### src/cmp_regs.svh
// Constants for the chirp modem parameter block
// Assumes inclusion by the package file, by cmp_top and by the testbench
`ifndef CMP_REGS_SVH
`define CMP_REGS_SVH
`define CMP_SF_MIN 4'h5
`define CMP_SF_MAX 4'hC
`define CMP_SF_RESET 4'h7
`define CMP_BW_NUM 2'h3
`define CMP_BW_RESET 2'h0
`define CMP_CR_MIN 3'h1
`define CMP_CR_MAX 3'h4
`define CMP_CR_RESET 3'h1
`define CMP_FMT_CHIRP 2'h1
`define CMP_FMT_RANGING 2'h2
`define CMP_CLK_HZ 40000000
`define CMP_AFC_STEP 16'h0001
`define CMP_AFC_SHIFT 3
`define CMP_MEM_WORDS 256
`endif

### src/cmp_pkg.sv
// Types for the chirp modem parameter block
// Assumes cmp_regs.svh lies in the include path
`include "cmp_regs.svh"
package cmp_pkg;
   typedef logic [3:0] cmp_sf_t;
   typedef logic [1:0] cmp_bw_t;
   typedef logic [2:0] cmp_cr_t;
   typedef logic [1:0] cmp_fmt_t;
   typedef enum logic [2:0] {
      CMP_IDLE = 3'h1,
      CMP_FMT_SET = 3'h2,
      CMP_ACTIVE = 3'h4
   } cmp_state_e;
endpackage

### src/cmp_mem.sv
// Packet memory shared by all modems
// Assumes one writer and one reader per cycle, chosen by the top
`timescale 1ns/10ps
module cmp_mem #(
   parameter int WIDTH = 8,
   parameter int DEPTH = 256,
   parameter int AW = 8
) (
   input wire logic clk,
   input wire logic wr_en,
   input wire logic [AW-1:0] wr_addr,
   input wire logic [WIDTH-1:0] wr_data,
   input wire logic [AW-1:0] rd_addr,
   output logic [WIDTH-1:0] rd_data
);
   logic [WIDTH-1:0] mem [0:DEPTH-1];
   always_ff @(posedge clk) begin
      if (wr_en) begin
         mem[wr_addr] <= wr_data;
      end
      rd_data <= mem[rd_addr];
   end
endmodule

### src/cmp_top.sv
// Chirp modem parameter and rate logic with shared packet memory
// Assumes host commands arrive as one-cycle strobes synchronous to CLK
`timescale 1ns/10ps
`include "cmp_regs.svh"
module cmp_top
   import cmp_pkg::*;
#(
   parameter int MEM_WIDTH = 8,
   parameter int MEM_AW = 8
) (
   input wire logic CLK,
   input wire logic RESET_N,
   input wire logic SELECT_FRAME_FORMAT_CMD,
   input wire cmp_pkg::cmp_fmt_t FRAME_FORMAT,
   input wire logic WRITE_MODULATION_SETTINGS_CMD,
   input wire cmp_pkg::cmp_sf_t CHIP_RATIO_EXPONENT,
   input wire cmp_pkg::cmp_bw_t CHIRP_BANDWIDTH,
   input wire cmp_pkg::cmp_cr_t FEC_REDUNDANCY_SETTING,
   input wire logic signed [15:0] FREQ_ERROR,
   input wire logic MEM_WR_EN,
   input wire logic [MEM_AW-1:0] MEM_WR_ADDR,
   input wire logic [MEM_WIDTH-1:0] MEM_WR_DATA,
   input wire logic [MEM_AW-1:0] MEM_RD_ADDR,
   output logic [MEM_WIDTH-1:0] MEM_RD_DATA,
   output logic SETTINGS_VALID,
   output logic SETTINGS_REJECTED,
   output logic RANGING_MODE,
   output cmp_pkg::cmp_sf_t SF_OUT,
   output cmp_pkg::cmp_cr_t HEADER_CODING,
   output logic [12:0] CHIPS_PER_SYMBOL,
   output logic [10:0] CHIP_RATE_KHZ,
   output logic [31:0] SYMBOL_PERIOD_NS,
   output logic [31:0] RAW_RATE_BPS,
   output logic [31:0] EFF_RATE_BPS,
   output logic signed [15:0] FREQ_CORRECTION
);
   cmp_state_e state_reg, state_next;
   cmp_sf_t sf_reg;
   cmp_bw_t bw_reg;
   cmp_cr_t cr_reg;
   cmp_fmt_t fmt_reg;
   logic signed [15:0] afc_reg;

   // ------------------------------------------------------------
   // Command sequencing
   // ------------------------------------------------------------
   // settings taken only after format
   wire fmt_ok = SELECT_FRAME_FORMAT_CMD &&
      (FRAME_FORMAT == `CMP_FMT_CHIRP || FRAME_FORMAT == `CMP_FMT_RANGING);
   wire sf_ok = CHIP_RATIO_EXPONENT >= `CMP_SF_MIN && CHIP_RATIO_EXPONENT <= `CMP_SF_MAX;
   wire cr_ok = FEC_REDUNDANCY_SETTING >= `CMP_CR_MIN && FEC_REDUNDANCY_SETTING <= `CMP_CR_MAX;
   wire cmd_ok = WRITE_MODULATION_SETTINGS_CMD && sf_ok && cr_ok && state_reg != CMP_IDLE;
   wire cmd_bad = WRITE_MODULATION_SETTINGS_CMD && !cmd_ok;

   always_comb begin
      state_next = state_reg;
      case (state_reg)
         CMP_IDLE: begin
            if (fmt_ok) begin
               state_next = CMP_FMT_SET;
            end
         end
         CMP_FMT_SET: begin
            if (cmd_ok) begin
               state_next = CMP_ACTIVE;
            end
         end
         CMP_ACTIVE: begin
            if (fmt_ok) begin
               state_next = CMP_FMT_SET;
            end
         end
         default: begin
            state_next = CMP_IDLE;
         end
      endcase
   end

   always_ff @(posedge CLK or negedge RESET_N) begin
      if (!RESET_N) begin
         state_reg <= CMP_IDLE;
         fmt_reg <= `CMP_FMT_CHIRP;
      end else begin
         state_reg <= state_next;
         if (fmt_ok) begin
            fmt_reg <= FRAME_FORMAT;
         end
      end
   end

   // ------------------------------------------------------------
   // Held modulation settings
   // ------------------------------------------------------------
   // hold until next accepted write
   always_ff @(posedge CLK or negedge RESET_N) begin
      if (!RESET_N) begin
         sf_reg <= `CMP_SF_RESET;
         bw_reg <= `CMP_BW_RESET;
         cr_reg <= `CMP_CR_RESET;
      end else if (cmd_ok) begin
         sf_reg <= CHIP_RATIO_EXPONENT;
         bw_reg <= CHIRP_BANDWIDTH;
         cr_reg <= FEC_REDUNDANCY_SETTING;
      end
   end

   // ------------------------------------------------------------
   // Rate derivation
   // ------------------------------------------------------------
   // chips per symbol
   wire [12:0] chips = 13'h0001 << sf_reg;
   wire [10:0] bw_khz = (bw_reg == 2'h0) ? 11'd203 : (bw_reg == 2'h1) ? 11'd406 :
      (bw_reg == 2'h2) ? 11'd812 : 11'd1625;
   // symbol period from chips and bandwidth
   wire [31:0] ts_ns = (32'(chips) * 32'd1000000) / 32'(bw_khz);
   // raw rate from exponent, bandwidth and chips per symbol
   wire [31:0] rb_bps = (32'(sf_reg) * 32'(bw_khz) * 32'd1000) / 32'(chips);
   wire [31:0] rbeff_bps = (rb_bps * 32'd4) / (32'd4 + 32'(cr_reg));

   // ------------------------------------------------------------
   // Automatic frequency correction
   // ------------------------------------------------------------
   // tracks error with no host control
   wire signed [15:0] afc_step = FREQ_ERROR >>> `CMP_AFC_SHIFT;
   always_ff @(posedge CLK or negedge RESET_N) begin
      if (!RESET_N) begin
         afc_reg <= 16'sh0000;
      end else begin
         afc_reg <= afc_reg - afc_step;
      end
   end

   // ------------------------------------------------------------
   // Shared packet memory
   // ------------------------------------------------------------
   // one memory for every modem
   cmp_mem #(.WIDTH(MEM_WIDTH), .DEPTH(`CMP_MEM_WORDS), .AW(MEM_AW)) u_mem (
      .clk(CLK),
      .wr_en(MEM_WR_EN),
      .wr_addr(MEM_WR_ADDR),
      .wr_data(MEM_WR_DATA),
      .rd_addr(MEM_RD_ADDR),
      .rd_data(MEM_RD_DATA)
   );

   // ------------------------------------------------------------
   // Registered outputs
   // ------------------------------------------------------------
   always_ff @(posedge CLK or negedge RESET_N) begin
      if (!RESET_N) begin
         SETTINGS_VALID <= 1'b0;
         SETTINGS_REJECTED <= 1'b0;
         RANGING_MODE <= 1'b0;
         SF_OUT <= `CMP_SF_RESET;
         HEADER_CODING <= `CMP_CR_RESET;
         CHIPS_PER_SYMBOL <= 13'h0000;
         CHIP_RATE_KHZ <= 11'h000;
         SYMBOL_PERIOD_NS <= 32'h0;
         RAW_RATE_BPS <= 32'h0;
         EFF_RATE_BPS <= 32'h0;
         FREQ_CORRECTION <= 16'sh0000;
      end else begin
         SETTINGS_VALID <= state_reg == CMP_ACTIVE;
         SETTINGS_REJECTED <= cmd_bad;
         RANGING_MODE <= fmt_reg == `CMP_FMT_RANGING;
         SF_OUT <= sf_reg;
         HEADER_CODING <= cr_reg;
         CHIPS_PER_SYMBOL <= chips;
         CHIP_RATE_KHZ <= bw_khz;
         SYMBOL_PERIOD_NS <= ts_ns;
         RAW_RATE_BPS <= rb_bps;
         EFF_RATE_BPS <= rbeff_bps;
         FREQ_CORRECTION <= afc_reg;
      end
   end
endmodule

### config.mk
export PLATFORM = sky130hd
export DESIGN_NAME = cmp_top
export DESIGN_NICKNAME = d
export VERILOG_FILES = /design/src/cmp_pkg.sv /design/src/cmp_mem.sv /design/src/cmp_top.sv
export VERILOG_INCLUDE_DIRS = /design/src
export SDC_FILE = /design/constraint.sdc
export NUM_CORES = 2
export LEC_CHECK = 0
export ABC_CLOCK_PERIOD_IN_PS = 321300
export BUFFER_PORTS_ARGS = -buffer_cell sky130_fd_sc_hd__buf_2
export CAP_MARGIN = 20
export CORE_UTILIZATION = 35
export CTS_CLUSTER_DIAMETER = 100
export DETAILED_ROUTE_END_ITERATION = 8
export PLACE_DENSITY = 0.6
export SYNTH_ARGS = -nofsm -noshare
export SYNTH_HDL_FRONTEND = slang
export SYNTH_SLANG_ARGS = --single-unit
### constraint.sdc
create_clock -name CLK -period 321.3 [get_ports CLK]
set_input_delay 64.26 -clock CLK [delete_from_list [all_inputs] [get_ports CLK]]
set_output_delay 64.26 -clock CLK [all_outputs]
set_load 0.03 [all_outputs]
==> reports/qor.csv <==
stage,metric,value,unit
critical_path,critical path start-end classification,register to register,
die,Die ar.,0.4264,mm²
global_route,wire length of the first global-routing pass,627.2,mm
timing,Max Fclk,5.242,MHz
die,number of placement rows,238,
cts,TritonCTS clock tree,done,
job,max_cap viols,0,
critical_path,worst-path cell with the longest stage delay,sky130_fd_sc_hd__nor3_1,
drt,first-pass iteration count of the detailed router,6,
drt,starting DRC count in detailed routing,9175,
layout,registers with the most flip-flops,"u_mem.mem: 2048 flops, RAW_RATE_BPS: 32 flops, SYMBOL_PERIOD_NS: 32 flops",
cts,maximum clock insertion buffer count,4,
cts,PostCTS Resize Cnt,0,
drt,vias after detailed routing,106900,
global_route,met1 GRT Util,25.02,%
cts,Worst-Skew Late Latency,950,ps
placement,HPWL after detailed placement,292.5,mm
global_route,maximum number of pins on one net before global-route repair,166,
logic_synthesis,share of synthesized flip-flops with an asynchronous set or reset,7.720,%
logic_synthesis,total number of yosys warnings,0,
critical_path,required time reported for the critical path endpoint,322020,ps
critical_path,highest net fanout along the worst path,34,
logic_synthesis,post-synth cell types,161,
cts,number of buffers created by CTS,234,
layout,"most common cell after layout, fill and taps aside",sky130_fd_sc_hd__edfxtp_1,
logic_synthesis,Post-Synthesis Cell Area,0.1483,mm²
die,core footprint,0.4211,mm²
global_route,layer with the highest usage after global routing,met2,
timing,clock period minus worst slack,190780,ps
cts,Post-CTS Setup Inserts,0,
placement,routability congestion estimate from global placement,0.8975,
global_route,final global-route overflow total,0,
critical_path,stage delay of the slowest cell on the critical path,850,ps
logic_synthesis,number of enable flip-flop cells after synthesis,2048,
die,die outline width,653.0,µm
cts,Post-CTS Hold Fix Bufs,0,
cts,Worst-path clk slew,60,ps
layout,register bank with the most flops,u_mem.mem,
timing,setup repair after global routing missed its margin,no,
timing,post-route clock period utilization,59.38,%
logic_synthesis,cell types occupying the most area after synthesis,"sky130_fd_sc_hd__edfxtp_1 41%, sky130_fd_sc_hd__mux4_2 10%, sky130_fd_sc_hd__ha_1 7.7%",
cts,clock tree root buffer cell,sky130_fd_sc_hd__clkbuf_16,
run_status,result of the run,"complete, no violations",
critical_path,cell repeated most along the worst path,sky130_fd_sc_hd__o21a_1,
logic_synthesis,primary flip-flop cell chosen by synthesis mapping,sky130_fd_sc_hd__edfxtp_1,
logic_synthesis,Synth Register Bits,2228,
global_route,gr usage total,18.70,%
min_path,Tightest Hold Check Type,register to register,
drt,remaining routing DRC violations,0,
global_route,number of global-route vias before repair,104400,
logic_synthesis,count of mapped cells out of synthesis,12810,
die,Boundary Pins,210,
logic_synthesis,proportion of netlist area held by the largest area contributor,41.47,%
cts,number of clock sinks seen by CTS,2228,
logic_synthesis,mean area per synthesized cell,11.58,µm²
timing,fin. max-slew vios,0,
timing,slew at the pin closest to its max-slew limit,1096,ps
die,initial standard-cell utilization of the core,35.22,%
layout,Largest register FFs,2048,
cts,H-tree depth,4,
layout,nets@finish,14060,
layout,number of fill cells in the layout,40330,
die,Die Y,653.0,µm
critical_path,nature of the critical path endpoint,register,
timing,post-route clock skew,104.8,ps
logic_synthesis,proportion of synthesized chip area in sequential cells,44.48,%
global_route,global-route met3 utilization,2.273,%
layout,highest-count cells in the layout ignoring fill and taps,"2,048 x sky130_fd_sc_hd__edfxtp_1, 1,127 x sky130_fd_sc_hd__nor2_1, 914 x sky130_fd_sc_hd__ha_1",
timing,Setup TNS,0,ps
placement,buffers added on ports,205,
global_route,met2 Use GR,31.86,%
layout,share of layout cells above drive strength 1,14.43,%
timing,Max-Slew Margin vs Limit,26.96,%
timing,endpoints failing hold,0,
drt,antenna-violating nets left,0,
logic_synthesis,top cell type by total area after synthesis,sky130_fd_sc_hd__edfxtp_1,
global_route,initial antenna violation count,19,
drt,routed via count divided by cell count,5.682,
drt,average wire per standard cell,21.79,µm
critical_path,startpoint type of the worst setup path,register,
timing,setup-violating endpoint count in the final report,0,
critical_path,arrival time worst endpoint,191490,ps
layout,Syn-to-layout area delta,10.10,%
drt,total wire length after detailed routing,410.1,mm
==> worst paths after layout <==
check / start / to / slack [ps] / cells past startpoint
worst min-delay path: afc_reg[0] / FREQ_CORRECTION[0] / 370 / 0
min in group asynchronous: RESET_N / SYMBOL_PERIOD_NS[25] / 63340 / 1
worst min register to register: afc_reg[0] / FREQ_CORRECTION[0] / 370 / 0
max in group asynchronous: RESET_N / FREQ_CORRECTION[0] / 255690 / 4
worst max register to register: bw_reg[1] / EFF_RATE_BPS[0] / 130530 / 759
worst max-delay path: bw_reg[1] / EFF_RATE_BPS[0] / 130530 / 907
==> cell usage after synthesis, types with 151 or more instances <==
master and n:
sky130_fd_sc_hd__o31ai_1 245, sky130_fd_sc_hd__nor2_1 1129, sky130_fd_sc_hd__inv_1 434, sky130_fd_sc_hd__edfxtp_1 2048
sky130_fd_sc_hd__o21ai_0 398, sky130_fd_sc_hd__mux4_2 680, sky130_fd_sc_hd__nand2_1 790, sky130_fd_sc_hd__clkbuf_1 272
sky130_fd_sc_hd__xnor2_1 396, sky130_fd_sc_hd__dfrtp_1 162, sky130_fd_sc_hd__a21oi_1 615, sky130_fd_sc_hd__nand3_1 273
sky130_fd_sc_hd__a21o_1 208, sky130_fd_sc_hd__xor2_1 239, sky130_fd_sc_hd__nand4_1 151, sky130_fd_sc_hd__ha_1 916
sky130_fd_sc_hd__nor3_1 592, sky130_fd_sc_hd__o21a_1 462
==> per-stage QoR <==
stage	area (µm²)	setup slack, ps	hold slack, ps	instances	util, %
finish	163300	130530	373.3	18820	38.78
global route	163300	115830	385.1	18820	38.78
CTS	163300	132350	374.9	18820	38.78
detailed placement	156000	133060	362.1	18390	37.05
global placement	156000	133800	358.8	18390	37.05
floorplan	148400	160810	353.3	12830	-
==> worst max-delay path: cells and delay by family (launching register included) <==
| family | cells | cell delay [ps] |
|---|---|---|
| AOI/OAI and AO/OA | 416 | 94800 |
| xor gates and xnor gates | 3 | 820 |
| adders and majority gates | 79 | 24920 |
| buffers and inverters | 97 | 20800 |
| DFF | 1 | 550 |
| muxes | 24 | 7490 |
| and+or+nand+nor | 288 | 79780 |
==> kinds of logic (layout without fill, tap and decap cells) <==
family | after synthesis | after routing | synth area share [%]
compound gates | 2987 | 2987 | 14.08
xor+xnor | 643 | 643 | 3.854
fa+ha+maj | 1029 | 1029 | 9.151
buf+inv | 913 | 1260 | 2.460
flops | 2228 | 2228 | 44.48
mux | 915 | 915 | 12.08
other cells | 2 | 19 | 0.005064
simple gates | 4096 | 4096 | 13.89
==> cell type report <==
class / instances / area, µm² / share of cell area (%)
Multi-Input combinational cell: 9687 / 78880 / 48.31
Sequential cell: 2228 / 65980 / 40.41
Tap cell: 5640 / 7057 / 4.322
Clock buffer: 290 / 6118 / 3.747
Timing Repair Buffer: 358 / 2316 / 1.418
Inverter: 476 / 1790 / 1.097
Clock inverter: 136 / 1144 / 0.7004
Antenna cell: 2 / 5.005 / 0.003065
==> per-layer routing <==
| layer | routed length, µm | vias to the layer above |
|---|---|---|
| li1 | - | 50400 |
| met1 | 178100 | 52960 |
| met2 | 197000 | 3004 |
| met3 | 22730 | 535 |
| met4 | 12190 | 8 |
| met5 | 48 | - |
Power is not shown: default switching activity piles up to over one toggle a cycle in this logic, so the estimate is an artifact.
